## config.mk

```make
export PLATFORM = sky130hd
export DESIGN_NAME = ssd_exec
export DESIGN_NICKNAME = d
export VERILOG_FILES = /design/src/design/ssd_dir_mem.v /design/src/design/ssd_exec.v
export VERILOG_INCLUDE_DIRS = /design/src /design/src/design
export SDC_FILE = /design/constraint.sdc
export NUM_CORES = 1
export LEC_CHECK = 0
export ABC_AREA = 1
export ABC_CLOCK_PERIOD_IN_PS = 5400
export CAP_MARGIN = 0
export CORE_MARGIN = 10
export CORE_UTILIZATION = 53
export CTS_CLUSTER_SIZE = 16
export DETAILED_ROUTE_END_ITERATION = 8
export DONT_BUFFER_PORTS = 1
export PLACE_DENSITY_LB_ADDON = 0.3
export SYNTH_ARGS = -nofsm -noshare
export SYNTH_HDL_FRONTEND = slang
export SYNTH_HIERARCHICAL = 1
export SYNTH_SLANG_ARGS = --single-unit
export TNS_END_PERCENT = 50
```

## constraint.sdc

```tcl
create_clock -name aclk -period 5.4 [get_ports aclk]
set_input_delay 0 -clock aclk [delete_from_list [all_inputs] [get_ports aclk]]
set_output_delay 0 -clock aclk [all_outputs]
set_load 0.01 [all_outputs]
```

## src/design/ssd_map.vh

```
`ifndef SSD_MAP_VH
`define SSD_MAP_VH

// Opcode decode: mask and pattern pairs, plus the direction field range.
`define SSD_SUB_MASK   12'h0FC0
`define SSD_SUB_PAT    12'h0080
`define SSD_SWAP_MASK  12'h0FC0
`define SSD_SWAP_PAT   12'h0380
`define SSD_DIR_MASK   12'h0FF8
`define SSD_DIR_PAT    12'h0000
`define SSD_DIR_FIRST  3'h5
`define SSD_DIR_LAST   3'h7

// Opcode field positions.
`define SSD_DEST_BIT   5
`define SSD_FILE_HI    4
`define SSD_FILE_LO    0

// Register byte offsets.
`define SSD_ACCUM_OFS  8'h00
`define SSD_FLAGS_OFS  8'h04
`define SSD_DIR0_OFS   8'h08
`define SSD_DIR1_OFS   8'h0C
`define SSD_DIR2_OFS   8'h10

// Flag register bit positions.
`define SSD_FLAG_Z     0
`define SSD_FLAG_HNB   1
`define SSD_FLAG_C     2

// Reset values.
`define SSD_ACCUM_RST  8'h00
`define SSD_DIR_RST    8'hFF

// Bus response codes.
`define SSD_RESP_OKAY  2'h0
`define SSD_RESP_SLVERR 2'h2

`endif

```

## src/design/ssd_dir_mem.v

```verilog
`timescale 1ns/1ns
`include "ssd_map.vh"

module ssd_dir_mem #(
  parameter WIDTH = 8,
  parameter DEPTH = 3,
  parameter AW    = 2
) (
  input  wire             aclk,
  input  wire             aresetn,
  input  wire             we,
  input  wire [AW-1:0]    waddr,
  input  wire [WIDTH-1:0] wdata,
  input  wire [AW-1:0]    raddr,
  output reg  [WIDTH-1:0] rdata
);

  reg [WIDTH-1:0] mem [0:DEPTH-1];
  integer         i;

  // Port pins come out of reset as inputs, so every word resets to all ones.
  always @(posedge aclk) begin
    if (!aresetn) begin
      for (i = 0; i < DEPTH; i = i + 1) begin
        mem[i] <= `SSD_DIR_RST;
      end
      rdata <= `SSD_DIR_RST;
    end else begin
      if (we) begin
        mem[waddr] <= wdata;
      end
      rdata <= (raddr < DEPTH) ? mem[raddr] : {WIDTH{1'b0}};
    end
  end

endmodule // ssd_dir_mem

```

## src/design/ssd_exec.v

```verilog
// Notes on behaviour
// - Subtract: file minus accumulator, update C, half-nibble, Z.
// - Subtract result to accumulator or file by dest.
// - Exchange nibbles of file register; flags untouched.
// - Exchange result to accumulator or file by dest.
// - Direction load copies accumulator to selected direction register.
`timescale 1ns/1ns
`include "ssd_map.vh"

module ssd_exec #(
  parameter DW = 8,
  parameter FW = 5
) (
  input  wire          aclk,
  input  wire          aresetn,
  input  wire          exec_valid,
  input  wire [11:0]   exec_opcode,
  input  wire [DW-1:0] file_rdata,
  output reg           file_we,
  output reg  [FW-1:0] file_addr,
  output reg  [DW-1:0] file_wdata,
  output reg  [DW-1:0] accum,
  output reg           flag_we,
  output reg           flag_carry,
  output reg           flag_half_nibble_bit,
  output reg           flag_zero,
  output reg           dir_we,
  output reg  [2:0]    dir_sel,
  output reg  [DW-1:0] dir_data,
  input  wire [7:0]    s_axi_awaddr,
  input  wire          s_axi_awvalid,
  output reg           s_axi_awready,
  input  wire [31:0]   s_axi_wdata,
  input  wire [3:0]    s_axi_wstrb,
  input  wire          s_axi_wvalid,
  output reg           s_axi_wready,
  output reg  [1:0]    s_axi_bresp,
  output reg           s_axi_bvalid,
  input  wire          s_axi_bready,
  input  wire [7:0]    s_axi_araddr,
  input  wire          s_axi_arvalid,
  output reg           s_axi_arready,
  output reg  [31:0]   s_axi_rdata,
  output reg  [1:0]    s_axi_rresp,
  output reg           s_axi_rvalid,
  input  wire          s_axi_rready
);

  // Register selector codes: 0 accum, 1 flags, 2..4 direction words, 7 unmapped.
  function [2:0] reg_sel;
    input [7:0] addr;
    begin
      case (addr)
        `SSD_ACCUM_OFS: reg_sel = 3'h0;
        `SSD_FLAGS_OFS: reg_sel = 3'h1;
        `SSD_DIR0_OFS:  reg_sel = 3'h2;
        `SSD_DIR1_OFS:  reg_sel = 3'h3;
        `SSD_DIR2_OFS:  reg_sel = 3'h4;
        default:        reg_sel = 3'h7;
      endcase
    end
  endfunction

  wire [FW-1:0] fsel    = exec_opcode[`SSD_FILE_HI:`SSD_FILE_LO];
  wire          dest    = exec_opcode[`SSD_DEST_BIT];
  wire          is_sub  = exec_valid &&
                          ((exec_opcode & `SSD_SUB_MASK) == `SSD_SUB_PAT);
  wire          is_swap = exec_valid &&
                          ((exec_opcode & `SSD_SWAP_MASK) == `SSD_SWAP_PAT);
  wire          is_dir  = exec_valid &&
                          ((exec_opcode & `SSD_DIR_MASK) == `SSD_DIR_PAT) &&
                          (exec_opcode[2:0] >= `SSD_DIR_FIRST) &&
                          (exec_opcode[2:0] <= `SSD_DIR_LAST);

  // The extra top bit is the borrow, so carry is its inverse; two's complement wraps the low byte.
  wire [DW:0]   diff     = {1'b0, file_rdata} - {1'b0, accum};
  wire [4:0]    low_diff = {1'b0, file_rdata[3:0]} - {1'b0, accum[3:0]};
  wire [DW-1:0] swapped  = {file_rdata[3:0], file_rdata[7:4]};
  wire [DW-1:0] result   = is_sub ? diff[DW-1:0] : swapped;

  wire          aw_hs = s_axi_awvalid && s_axi_awready;
  wire          w_hs  = s_axi_wvalid && s_axi_wready;
  wire          ar_hs = s_axi_arvalid && s_axi_arready;

  reg           aw_got;
  reg           w_got;
  reg  [7:0]    aw_addr;
  reg  [31:0]   w_data;
  reg           w_strb0;
  reg  [7:0]    ar_addr;
  reg           rd_stage;
  reg           rd_busy;
  reg           next_aw_got;
  reg           next_w_got;
  reg           next_rd_busy;
  // A write that has both halves waits while its response is still unclaimed.
  // This keeps bresp from being overwritten before the master has taken it.
  wire          do_write = aw_got && w_got && !s_axi_bvalid;
  wire [2:0]    wsel     = reg_sel(aw_addr);
  wire [2:0]    rsel     = reg_sel(ar_addr);
  wire [2:0]    mem_rsel = reg_sel(s_axi_araddr);
  wire [DW-1:0] mem_q;

  always @* begin
    next_aw_got  = (aw_got | aw_hs) & ~do_write;
    next_w_got   = (w_got | w_hs) & ~do_write;
    next_rd_busy = (rd_busy | ar_hs) & ~(s_axi_rvalid & s_axi_rready);
  end

  // Direction fields 5 to 7 fold onto words 0 to 2; bus offsets fold the same way.
  // A load in the same cycle as a read handshake is not seen by that read.
  ssd_dir_mem #(
    .WIDTH (DW),
    .DEPTH (3),
    .AW    (2)
  ) ssd_dir_mem_inst (
    .aclk    (aclk),
    .aresetn (aresetn),
    .we      (is_dir),
    .waddr   (exec_opcode[1:0] - 2'h1),
    .wdata   (accum),
    .raddr   (mem_rsel[1:0] - 2'h2),
    .rdata   (mem_q)
  );

  // Execution path.
  always @(posedge aclk) begin
    if (!aresetn) begin
      file_we              <= 1'b0;
      file_addr            <= {FW{1'b0}};
      file_wdata           <= {DW{1'b0}};
      accum                <= `SSD_ACCUM_RST;
      flag_we              <= 1'b0;
      flag_carry           <= 1'b0;
      flag_half_nibble_bit <= 1'b0;
      flag_zero            <= 1'b0;
      dir_we               <= 1'b0;
      dir_sel              <= 3'h0;
      dir_data             <= {DW{1'b0}};
    end else begin
      file_we    <= (is_sub || is_swap) && dest;
      file_addr  <= fsel;
      file_wdata <= result;
      flag_we    <= is_sub;
      if (is_sub) begin
        flag_carry           <= ~diff[DW];
        flag_half_nibble_bit <= ~low_diff[4];
        flag_zero            <= (diff[DW-1:0] == {DW{1'b0}});
      end
      // An instruction that targets the accumulator wins over a bus write.
      if ((is_sub || is_swap) && !dest) begin
        accum <= result;
      end else if (do_write && wsel == 3'h0 && w_strb0) begin
        accum <= w_data[DW-1:0];
      end
      dir_we   <= is_dir;
      dir_sel  <= exec_opcode[2:0];
      dir_data <= accum;
    end
  end

  // Bus slave. Address and data may arrive in either order.
  always @(posedge aclk) begin
    if (!aresetn) begin
      aw_got        <= 1'b0;
      w_got         <= 1'b0;
      aw_addr       <= 8'h00;
      w_data        <= 32'h0000_0000;
      w_strb0       <= 1'b0;
      s_axi_awready <= 1'b0;
      s_axi_wready  <= 1'b0;
      s_axi_bvalid  <= 1'b0;
      s_axi_bresp   <= `SSD_RESP_OKAY;
      ar_addr       <= 8'h00;
      rd_stage      <= 1'b0;
      rd_busy       <= 1'b0;
      s_axi_arready <= 1'b0;
      s_axi_rvalid  <= 1'b0;
      s_axi_rresp   <= `SSD_RESP_OKAY;
      s_axi_rdata   <= 32'h0000_0000;
    end else begin
      aw_got        <= next_aw_got;
      w_got         <= next_w_got;
      s_axi_awready <= ~next_aw_got;
      s_axi_wready  <= ~next_w_got;
      if (aw_hs) begin
        aw_addr <= s_axi_awaddr;
      end
      if (w_hs) begin
        w_data  <= s_axi_wdata;
        w_strb0 <= s_axi_wstrb[0];
      end
      if (do_write) begin
        s_axi_bvalid <= 1'b1;
        s_axi_bresp  <= (wsel == 3'h0) ? `SSD_RESP_OKAY : `SSD_RESP_SLVERR;
      end else if (s_axi_bready) begin
        s_axi_bvalid <= 1'b0;
      end
      // The direction memory answers one cycle late, hence the extra stage.
      rd_busy       <= next_rd_busy;
      s_axi_arready <= ~next_rd_busy;
      rd_stage      <= ar_hs;
      if (ar_hs) begin
        ar_addr <= s_axi_araddr;
      end
      if (rd_stage) begin
        s_axi_rvalid <= 1'b1;
        s_axi_rresp  <= (rsel == 3'h7) ? `SSD_RESP_SLVERR : `SSD_RESP_OKAY;
        case (rsel)
          3'h0:    s_axi_rdata <= {24'h00_0000, accum};
          3'h1:    s_axi_rdata <= {29'h0000_0000, flag_carry,
                                   flag_half_nibble_bit, flag_zero};
          3'h2,
          3'h3,
          3'h4:    s_axi_rdata <= {24'h00_0000, mem_q};
          default: s_axi_rdata <= 32'h0000_0000;
        endcase
      end else if (s_axi_rready) begin
        s_axi_rvalid <= 1'b0;
      end
    end
  end

endmodule // ssd_exec

```

==> summary.txt, run 1 <==
status: finished, final reports clean
post-synth top area share: 32.0%
PwrDens: 325 mW/mm^2
H-tree Lvls: 4
Core ar.: 0.00991 sq mm
Slew HR: 13.2%
top post-synthesis cells by count: nand2_1 (182), dfxtp_1 (87), inv_1 (84)
Post-Layout Cell Count: 908
Clock Skew: 11.5 ps
Net count, final: 853
Cell Rows: 36
via count: 4808
cts bufs inserted: 17
synthesized instance count: 675
max-cap check violation count: 0
Cell Area, Placed: 0.00540 sq mm
total placed cells including tap cells: 789
kind of critical path: input port to register
Clock transition at path regs: 60 ps
fill count: 739
crit-path max cell delay: 1040 ps
share of cells above drive strength 1: 8.65%
Die Span X: 121 microns
Final Cycle Share: 51.3%
Syn Area/Cell: 8.06 sq um
overall routing resource usage: 21.7%
Final Critical Period: 2770 ps
WP data arrival: 2890 ps
CP startpoint kind: input port
clock sinks: 119
Clock Tree Buf Depth: 2
Die ar.: 0.0147 sq mm
Clk Latency, worst-skew pair: 510 ps
routability cong.: 0.933
DRT iter0 DRCs: 499
final antenna-violating net count: 0
register area: 0.00270 sq mm
Top Family by Delay on Critical Path: buffers and inverters
vias in the first global route: 4965
HP Class: input port to register
Post-synth EDFFs: 32
area grow syn2layout: 25.5%
post-synth cell types: 44
Top Ports: 159
unrepaired setup endpoints after global routing: no
fmax: 0.361 GHz
Critical Path Most Common Cell: dlygate4sd3_1
# diodes: 0
Worst-Margin Slew: 1290 ps
r2r startpoint: accum[3]$_SDFFE_PN0P_
Crit path required time: 5520 ps
die height: 121 microns
number of cells on the critical path: 7
starting density of the core: 54.9%
Cell Area, Synth: 0.00544 sq mm
async set-or-reset flop fraction in the synthesized netlist: 0%
DP Wirelength: 9550 microns
Worst Reg-to-Reg Cells: 6
# DRC: 0
utilization after layout: 68.9%
critical-path cell list: dlygate4sd3_1 -> nor2_2 -> dlygate4sd3_1 -> nand4_1 -> nor2_1 -> nand2_2 -> o21ai_0
via-per-instance ratio: 5.30
TNS Setup: 0 ps
Buf+Inv Stages, Crit Path: 2
Finished Cell Area: 0.00683 sq mm
Slowest-stage cell, CP: o21ai_0
crit-path max FO: 8
mean routed wirelength per cell: 17.4 microns
Post-synth top flop: dfxtp_1
Hold Path Origin: file_rdata[5]
initial antenna violation count: 0
final setup violation count: 0
clk root buf: clkbuf_8
largest net degree at the start of global routing: 60
Final WS setup: 2630 ps
WL final: 15800 microns
CTS tree: yes
top cells by area, synth: dfxtp_1 (32%), edfxtp_1 (18%), nand2_1 (13%), inv_1 (5.8%), buf_4 (4.4%)
DR pass1 iterations: 5
Leak: 0.00292 uW
VDD IR max: 213 uV
Multi-input gate area: 0.00216 sq mm
final hold violations: 0
I/O Buffers: 0
area leader, netlist: dfxtp_1
Seq/Total Area, Yosys: 49.7%
max-slew violations: 0
grt ovf: 0
crit end category: register
Place WS: 3170 ps
most common cell in the netlist: nand2_1
crit path from: exec_opcode[9]
Yosys warnings: 6
worst hold stages: 6
global-route wire length before repair: 25300 microns
#FFs+latches synth: 119
## cell type report
class                      instances  share of cell area, %
sequential                       119                   39.6
multi-input combinational        444                   31.6
timing repair buffer              91                   13.3
clock buffer                      18                   6.43
inverter                          89                   4.98
tap                              133                   2.44
clock inverter                    14                   1.65
## per-stage QoR
step / hold WS [ps] / power (uW)
after global placement: 79.9 / 1110
after detailed placement: 82.9 / 1120
after CTS: 26.6 / 2200
after floorplan: 93.5 / 1110
final: 39.2 / 2220
after global routing: 78.5 / 2290
## layout by cell type (no fill, tap or decap), types with 5 or more instances in the layout
master         netlist  routed
dlygate4sd3_1        0      86
o21ai_0             44      44
inv_1               84      84
clkbuf_16            0      17
inv_6                0       5
nand2_1            182     182
nor2_1              52      52
nor3_1               5       5
edfxtp_1            32      32
nand4_1              5       5
a21oi_1             34      34
conb_1               1      26
o21ai_2              8       8
dfxtp_1             87      87
ha_1                10      10
nand3_1             40      40
## worst min-delay path, delay by kind of cell
family	cells	cell delay (ps)
and+or+nand+nor	3	240
adders and majority gates	1	150
AOI/OAI and AO/OA	2	120
## worst paths after layout
| check | to | slack, ps |
|---|---|---|
| min | flag_zero$_SDFFE_PN0P_ | 40 |
| max reg2reg | flag_half_nibble_bit$_SDFFE_PN0P_ | 2800 |
| min reg2reg | ar_addr[5]$_SDFFE_PN0P_ | 480 |
| max | ssd_dir_mem_inst/mem[1][5]$_SDFFCE_PN1P_ | 2630 |
## sequential cells by signal, indices dropped and copies added (netlist names), 5 cells and up
name                    flops
ssd_dir_mem_inst/rdata      8
aw_addr                     8
ar_addr                     8
w_data                      8
ssd_dir_mem_inst/mem       32
file_addr                   5
dir_data                    8
s_axi_rdata                 8
file_wdata                  8
accum                       8
## power breakdown
part	internal, uW	total, uW	switching [uW]
Sequential	941	965	23.6
Combinational	85.9	208	122
Clock	601	1050	448
Total	1630	2220	594
## cells by family after synthesis
family | share of synthesized area [%]
xor gates and xnor gates | 0.161
DFF | 49.7
and+or+nand+nor | 24.6
other | 0.0689
AOI/OAI and AO/OA | 10.3
buffers and inverters | 12.6
adders and majority gates | 2.67
## repair_timing
item	in CTS	in global routing
gates resized for setup	0	0
hold buffers	87	0
hold endpoints to repair	114	0
setup buffers	0	0
## metal layers
layer,part of all wire (%),wire (microns),track usage (%)
met5,0,0,0
met4,2.6,412,9.46
met3,11,1730,8.05
met2,48,7630,36.1
met1,38,6040,24.4
No activity file was read; power rests on OpenSTA's default activity.
==> run 2, diff against run 1 <==
--- a/config.mk
+++ b/config.mk
@@ -7,7 +7,7 @@
 export NUM_CORES = 1
 export LEC_CHECK = 0
 export ABC_AREA = 1
-export ABC_CLOCK_PERIOD_IN_PS = 5400
+export ABC_CLOCK_PERIOD_IN_PS = 2200
 export CAP_MARGIN = 0
 export CORE_MARGIN = 10
 export CORE_UTILIZATION = 53
==> constraint.sdc (replaced) <==
create_clock -name aclk -period 2.2 [get_ports aclk]
set_input_delay 0 -clock aclk [delete_from_list [all_inputs] [get_ports aclk]]
set_output_delay 0 -clock aclk [all_outputs]
set_load 0.01 [all_outputs]
==> summary.txt, run 2 (same netlist as run 1, synthesis figures left out) <==
Sw Ratio: 24.5% (was 26.7%)
total placed cells including tap cells: 796 (was 789)
CP startpoint kind: input port (unchanged)
die height: 121 microns (unchanged)
DP Wirelength: 9720 microns (was 9550 microns)
crit-path max FO: 15 (was 8)
DR pass1 iterations: 5 (unchanged)
Final Cycle Share: 97.5%
Final Critical Period: 2150 ps
Clock Tree Buf Depth: 2 (unchanged)
Biggest register: ssd_dir_mem_inst/mem (unchanged)
WL final: 15800 microns (about the same)
Top Family by Delay on Critical Path: buffers and inverters (unchanged)
Reg-to-Reg End: ar_addr[5]$_SDFFE_PN0P_ (was flag_half_nibble_bit$_SDFFE_PN0P_)
Cell Rows: 36 (unchanged)
final hold violations: 0 (unchanged)
final setup violation count: 0 (unchanged)
critical-path cell list: dlygate4sd3_1 -> nor2_2 -> nand4_4 -> dlygate4sd3_1 -> clkinv_4 -> nand2_1 -> o21ai_0 -> dlygate4sd3_1 -> nor2_1 (was dlygate4sd3_1 -> nor2_2 -> dlygate4sd3_1 -> nand4_1 -> nor2_1 -> nand2_2 -> o21ai_0)
Leak: 0.00297 uW (was 0.00292 uW)
clock sinks: 119 (unchanged)
overall power: 5660 uW (was 2220 uW)
Clock Skew: 8.79 ps (was 11.5 ps)
Core ar.: 0.00991 sq mm (unchanged)
Clock transition at path regs: 60 ps (about the same)
I/O Buffers: 0 (unchanged)
most common cell after layout, fill and taps aside: nand2_1 (unchanged)
Int Pwr: 4280 uW (was 1630 uW)
Top Ports: 159 (unchanged)
Worst Reg-to-Reg Cells: 5 (was 6)
Slowest-stage cell, CP: dlygate4sd3_1 (was o21ai_0)
area grow syn2layout: 27.7% (was 25.5%)
Crit path required time: 2590 ps (was 5520 ps)
# diodes: 0 (unchanged)
# DRC: 0 (unchanged)
starting density of the core: 54.9% (unchanged)
via-per-instance ratio: 5.20 (was 5.30)
Die Span X: 121 microns (unchanged)
via count: 4749 (was 4808)
WP data arrival: 2540 ps (was 2890 ps)
Worst-Margin Slew: 806 ps (was 1290 ps)
crit path capture: file_wdata[0]$_SDFF_PN0_ (was ssd_dir_mem_inst/mem[1][5]$_SDFFCE_PN1P_)
crit end category: register (unchanged)
HP Class: input port to register (unchanged)
max-cap check violation count: 0 (unchanged)
overall routing resource usage: 21.9% (was 21.7%)
final antenna-violating net count: 0 (unchanged)
status: finished, final reports clean (unchanged)
grt ovf: 0 (unchanged)
max-slew violations: 0 (unchanged)
Post-Layout Cell Count: 914 (was 908)
Largest register FFs: 32 (unchanged)
Die ar.: 0.0147 sq mm (unchanged)
utilization after layout: 70.1% (was 68.9%)
clk root buf: clkbuf_8 (unchanged)
VDD IR max: 580 uV (was 213 uV)
combinational power share: 9.2% (was 9.4%)
Net count, final: 859 (was 853)
kind of critical path: input port to register (unchanged)
mean routed wirelength per cell: 17.3 microns (was 17.4 microns)
buffer count from post-CTS setup fixing: 0 (unchanged)
Slew HR: 46.2% (was 13.2%)
crit-path max cell delay: 660 ps (was 1040 ps)
switching power of the nets: 1380 uW (was 594 uW)
global-route wire length before repair: 25400 microns (was 25300 microns)
initial antenna violation count: 0 (unchanged)
share of cells above drive strength 1: 9.86% (was 8.65%)
Critical Path Most Common Cell: dlygate4sd3_1 (unchanged)
Seq pwr share: 41.8% (was 43.4%)
vias in the first global route: 4919 (was 4965)
H-tree Lvls: 4 (unchanged)
clock network power share: 49.0% (was 47.2%)
DRT iter0 DRCs: 374 (was 499)
crit path from: exec_opcode[6] (was exec_opcode[9])
Clk Latency, worst-skew pair: 510 ps (about the same)
cts bufs inserted: 17 (unchanged)
routability cong.: 0.947 (was 0.933)
number of cells on the critical path: 9 (was 7)
Buf+Inv Stages, Crit Path: 4 (was 2)
hold slack final: 40.1 ps (was 39.2 ps)
largest net degree at the start of global routing: 62 (was 60)
CTS tree: yes (unchanged)
fmax: 0.466 GHz
commonest cells after routing, fill and taps aside: nand2_1 (180), dfxtp_1 (86), dlygate4sd3_1 (85), inv_1 (84), nor2_1 (52) (was nand2_1 (182), dfxtp_1 (87), dlygate4sd3_1 (86), inv_1 (84), nor2_1 (52))
TNS Setup: 0 ps (unchanged)
r2r setup slk: 80 ps (was 2800 ps)
PwrDens: 815 mW/mm^2 (was 325 mW/mm^2)
r2r startpoint: s_axi_arready$_SDFF_PN0_ (was accum[3]$_SDFFE_PN0P_)
run 2: power groups by stage:
stage / registers [uW] / logic, uW / clock network [uW]
after floorplan: 2400 / 327 / 0
after global placement: 2410 / 328 / 0
after detailed placement: 2410 / 340 / 0
after CTS: 2360 / 485 / 2790
after global routing: 2370 / 581 / 2900
final: 2370 / 519 / 2770
run 2: layout make-up:
class | instances | area (sq um)
clock inverter | 12 | 138
clock buffer | 20 | 467
fill | 727 | 2960
inverter | 89 | 340
timing repair buffer | 97 | 953
multi-input combinational | 444 | 2180
sequential | 119 | 2700
tap | 133 | 166
run 2: timing repair:
action	in CTS	in global routing
gates resized for setup	0	6
hold endpoints to repair	134	2
hold buffers	84	3
setup endpoints to repair	0	8
run 2: metrics by stage:
stage	worst slack, ps	instance area (sq um)
final	54.8	6950
after global placement	331	5450
after global routing	-62.1	6950
after floorplan	40.8	5540
after CTS	19.2	6900
after detailed placement	309	5450
run 2: worst min path at each step:
| stage | start | to | cells past startpoint |
|---|---|---|---|
| after global placement | aresetn | ssd_dir_mem_inst/rdata[0]$_SDFF_PN1_ | 1 |
| after floorplan | exec_opcode[0] | file_addr[0]$_SDFF_PN0_ | 2 |
| final | s_axi_araddr[2] | ssd_dir_mem_inst/rdata[6]$_SDFF_PN1_ | 6 |
| after detailed placement | aresetn | ssd_dir_mem_inst/rdata[2]$_SDFF_PN1_ | 1 |
| after global routing | file_rdata[5] | flag_zero$_SDFFE_PN0P_ | 6 |
| after CTS | s_axi_awvalid | aw_addr[0]$_SDFFE_PN0P_ | 3 |
run 2: per-layer routing:
layer	wire, microns	part of all wire (%)	global-route usage (%)
met1	6130	39	24.1
met2	7840	49	37.0
met3	1510	9.5	9.03
met4	357	2.3	7.75
met5	0	0	0
run 2: worst register-to-register path, delay by kind of cell, from the launching register on:
family / cells / cell delay, ps
DFF: 1 / 410
and+or+nand+nor: 1 / 180
buffers and inverters: 2 / 1150
AOI/OAI and AO/OA: 2 / 270
==> run 3, diff against run 2 <==
--- a/config.mk
+++ b/config.mk
@@ -6,7 +6,6 @@
 export SDC_FILE = /design/constraint.sdc
 export NUM_CORES = 1
 export LEC_CHECK = 0
-export ABC_AREA = 1
 export ABC_CLOCK_PERIOD_IN_PS = 2200
 export CAP_MARGIN = 0
 export CORE_MARGIN = 10
==> summary.txt, run 3 <==
Leak: 0.00226 uW (was 0.00297 uW)
Clock Skew: 18.9 ps (was 8.79 ps)
Worst-Margin Slew: 544 ps (was 806 ps)
Top Metal Used: met4 (unchanged)
via count: 4016 (was 4749)
starting density of the core: 54.0% (was 54.9%)
area leader, netlist: dfxtp_1 (unchanged)
Post-synth top flop: dfxtp_1 (unchanged)
grt ovf: 0 (unchanged)
Post-Layout Cell Count: 726 (was 914)
routability cong.: 0.859 (was 0.947)
most common cell in the netlist: nand2_1 (unchanged)
synthesized instance count: 537 (was 675)
vias in the first global route: 4072 (was 4919)
top cells by area, synth: dfxtp_1 (35%), edfxtp_1 (15%), nand2_1 (7.4%), buf_4 (4.4%), a21oi_1 (4.2%) (was dfxtp_1 (32%), edfxtp_1 (18%), nand2_1 (13%), inv_1 (5.8%), buf_4 (4.4%))
initial antenna violation count: 0 (unchanged)
DR pass1 iterations: 5 (unchanged)
# DRC: 0 (unchanged)
WP data arrival: 2390 ps (was 2540 ps)
Core ar.: 0.00915 sq mm (was 0.00991 sq mm)
max-slew violations: 0 (unchanged)
die height: 117 microns (was 121 microns)
PwrDens: 651 mW/mm^2 (was 815 mW/mm^2)
Crit path required time: 2520 ps (was 2590 ps)
area grow syn2layout: 19.6% (was 27.7%)
top post-synthesis cells by count: nand2_1 (97), dfxtp_1 (87), a21oi_1 (41) (was nand2_1 (182), dfxtp_1 (87), inv_1 (84))
HP Class: input port to register (unchanged)
WL final: 13800 microns (was 15800 microns)
Post-synth EDFFs: 24 (was 32)
most common cell after layout, fill and taps aside: nand2_1 (unchanged)
clock sinks: 111 (was 119)
Slew HR: 63.6% (was 46.2%)
H-tree Lvls: 3 (was 4)
final setup violation count: 0 (unchanged)
final antenna-violating net count: 0 (unchanged)
overall routing resource usage: 20.4% (was 21.9%)
share of cells above drive strength 1: 8.81% (was 9.86%)
Die ar.: 0.0136 sq mm (was 0.0147 sq mm)
Cell Rows: 35 (was 36)
crit end category: register (unchanged)
kind of critical path: register to register (was input port to register)
DRT iter0 DRCs: 318 (was 374)
Net count, final: 699 (was 859)
Clock Tree Buf Depth: 2 (unchanged)
met3 WL: 1020 microns (was 1510 microns)
status: finished, final reports clean (unchanged)
largest net degree at the start of global routing: 42 (was 62)
async set-or-reset flop fraction in the synthesized netlist: 0% (unchanged)
max-cap check violation count: 0 (unchanged)
mean routed wirelength per cell: 19.0 microns (was 17.3 microns)
via-per-instance ratio: 5.53 (was 5.20)
commonest cells after routing, fill and taps aside: nand2_1 (97), dfxtp_1 (85), dlygate4sd3_1 (71), a21oi_1 (41), nor2_1 (39) (was nand2_1 (180), dfxtp_1 (86), dlygate4sd3_1 (85), inv_1 (84), nor2_1 (52))
Syn Area/Cell: 9.20 sq um (was 8.06 sq um)
Final Critical Period: 2070 ps (was 2150 ps)
Top Ports: 159 (unchanged)
global-route wire length before repair: 21400 microns (was 25400 microns)
post-synth top area share: 35.3% (was 32.0%)
fmax: 0.483 GHz (was 0.466 GHz)
final hold violations: 0 (unchanged)
cts bufs inserted: 9 (was 17)
metal1 wirelength: 5350 microns (was 6130 microns)
DP Wirelength: 9020 microns (was 9720 microns)
Die Span X: 117 microns (was 121 microns)
Cell Area, Synth: 0.00494 sq mm (was 0.00544 sq mm)
unrepaired setup endpoints after global routing: no
I/O Buffers: 0 (unchanged)
clk root buf: clkbuf_8 (unchanged)
Largest register FFs: 24 (was 32)
Biggest register: ssd_dir_mem_inst/mem (unchanged)
Seq/Total Area, Yosys: 49.8% (was 49.7%)
CP startpoint kind: register (was input port)
crit-path max FO: 2 (was 15)
Clk Latency, worst-skew pair: 380 ps (was 510 ps)
VDD IR max: 400 uV (was 580 uV)
total placed cells including tap cells: 636 (was 796)
Yosys warnings: 6 (unchanged)
post-synth cell types: 56 (was 44)
TNS Setup: 0 ps (unchanged)
buffer count from post-CTS setup fixing: 0 (unchanged)
Final Cycle Share: 94.2% (was 97.5%)
Clock transition at path regs: 110 ps (was 60 ps)
WL met2: 7070 microns (was 7840 microns)
CTS tree: yes (unchanged)
#FFs+latches synth: 111 (was 119)
## run 3: worst paths after layout
check                         startpoint                      to  slack [ps]  depth (start not counted)
setup / recovery   accum[0]$_SDFFE_PN0P_  flag_zero$_SDFFE_PN0P_         130                          8
hold / removal                   aresetn   accum[2]$_SDFFE_PN0P_          20                          3
setup reg to reg   accum[0]$_SDFFE_PN0P_  flag_zero$_SDFFE_PN0P_         130                          8
hold reg to reg   w_data[5]$_SDFFE_PN0P_  w_data[5]$_SDFFE_PN0P_         470                          2
## run 3: what timing repair did
item                                   in CTS  in global routing
endpoints found under the hold margin     104                  0
hold buffers                               72                  0
setup endpoints to repair                   0                  8
resized for setup                           0                  6
## run 3: cell families (layout without fill, tap and decap cells)
family	Yosys count	in the layout	synth area share [%]
simple gates	216	216	21.6
flops	111	111	49.8
compound gates	99	99	12.4
buf+inv	78	129	9.07
mux	15	15	3.09
fa+ha+maj	11	11	2.94
xor+xnor	6	6	1.06
other cells	1	28	0.0759
## run 3: layout make-up
cell class	count	area [sq um]
multi-input cells	373	2150
diodes	2	5.00
repair buffers	89	858
clock buffers	9	124
inverters	24	90.1
clock inverters	7	73.8
fillers	711	3250
well taps	111	139
flip-flops and latches	111	2470
## run 3: worst max-delay path, stage by stage, from the launching register on
cell and delay, ps:
dfxtp_1 330, ha_1 200, fa_2 350, nand2b_1 160, nand2b_1 70, a21oi_1 100
xnor2_1 150, or4_1 520, o21ai_2 140
## run 3: metrics by stage
stage	area, sq um	total power, uW	setup slack, ps	util, %	hold slack (ps)
2_1_floorplan	5030	2540	81.1	-	120
3_3_place_gp	4950	2560	116	54.1	94.7
3_5_place_dp	4950	2570	106	54.1	93.0
4_1_cts	5880	3840	50.3	64.2	1.40
5_1_grt	5900	4010	12.5	64.5	27.2
6_report	5910	3850	128	64.5	18.3
## run 3: layer usage
layer	up-vias	track usage (%)
met4	0	7.50
met1	1915	23.5
li1	1915	-
met5	-	0
met2	155	35.7
met3	31	4.98
## run 3: power by group
part / leakage (uW) / switching [uW] / internal [uW]
clock network: 0.000101 / 744 / 446
logic: 0.00121 / 240 / 200
registers: 0.000954 / 61.3 / 2160
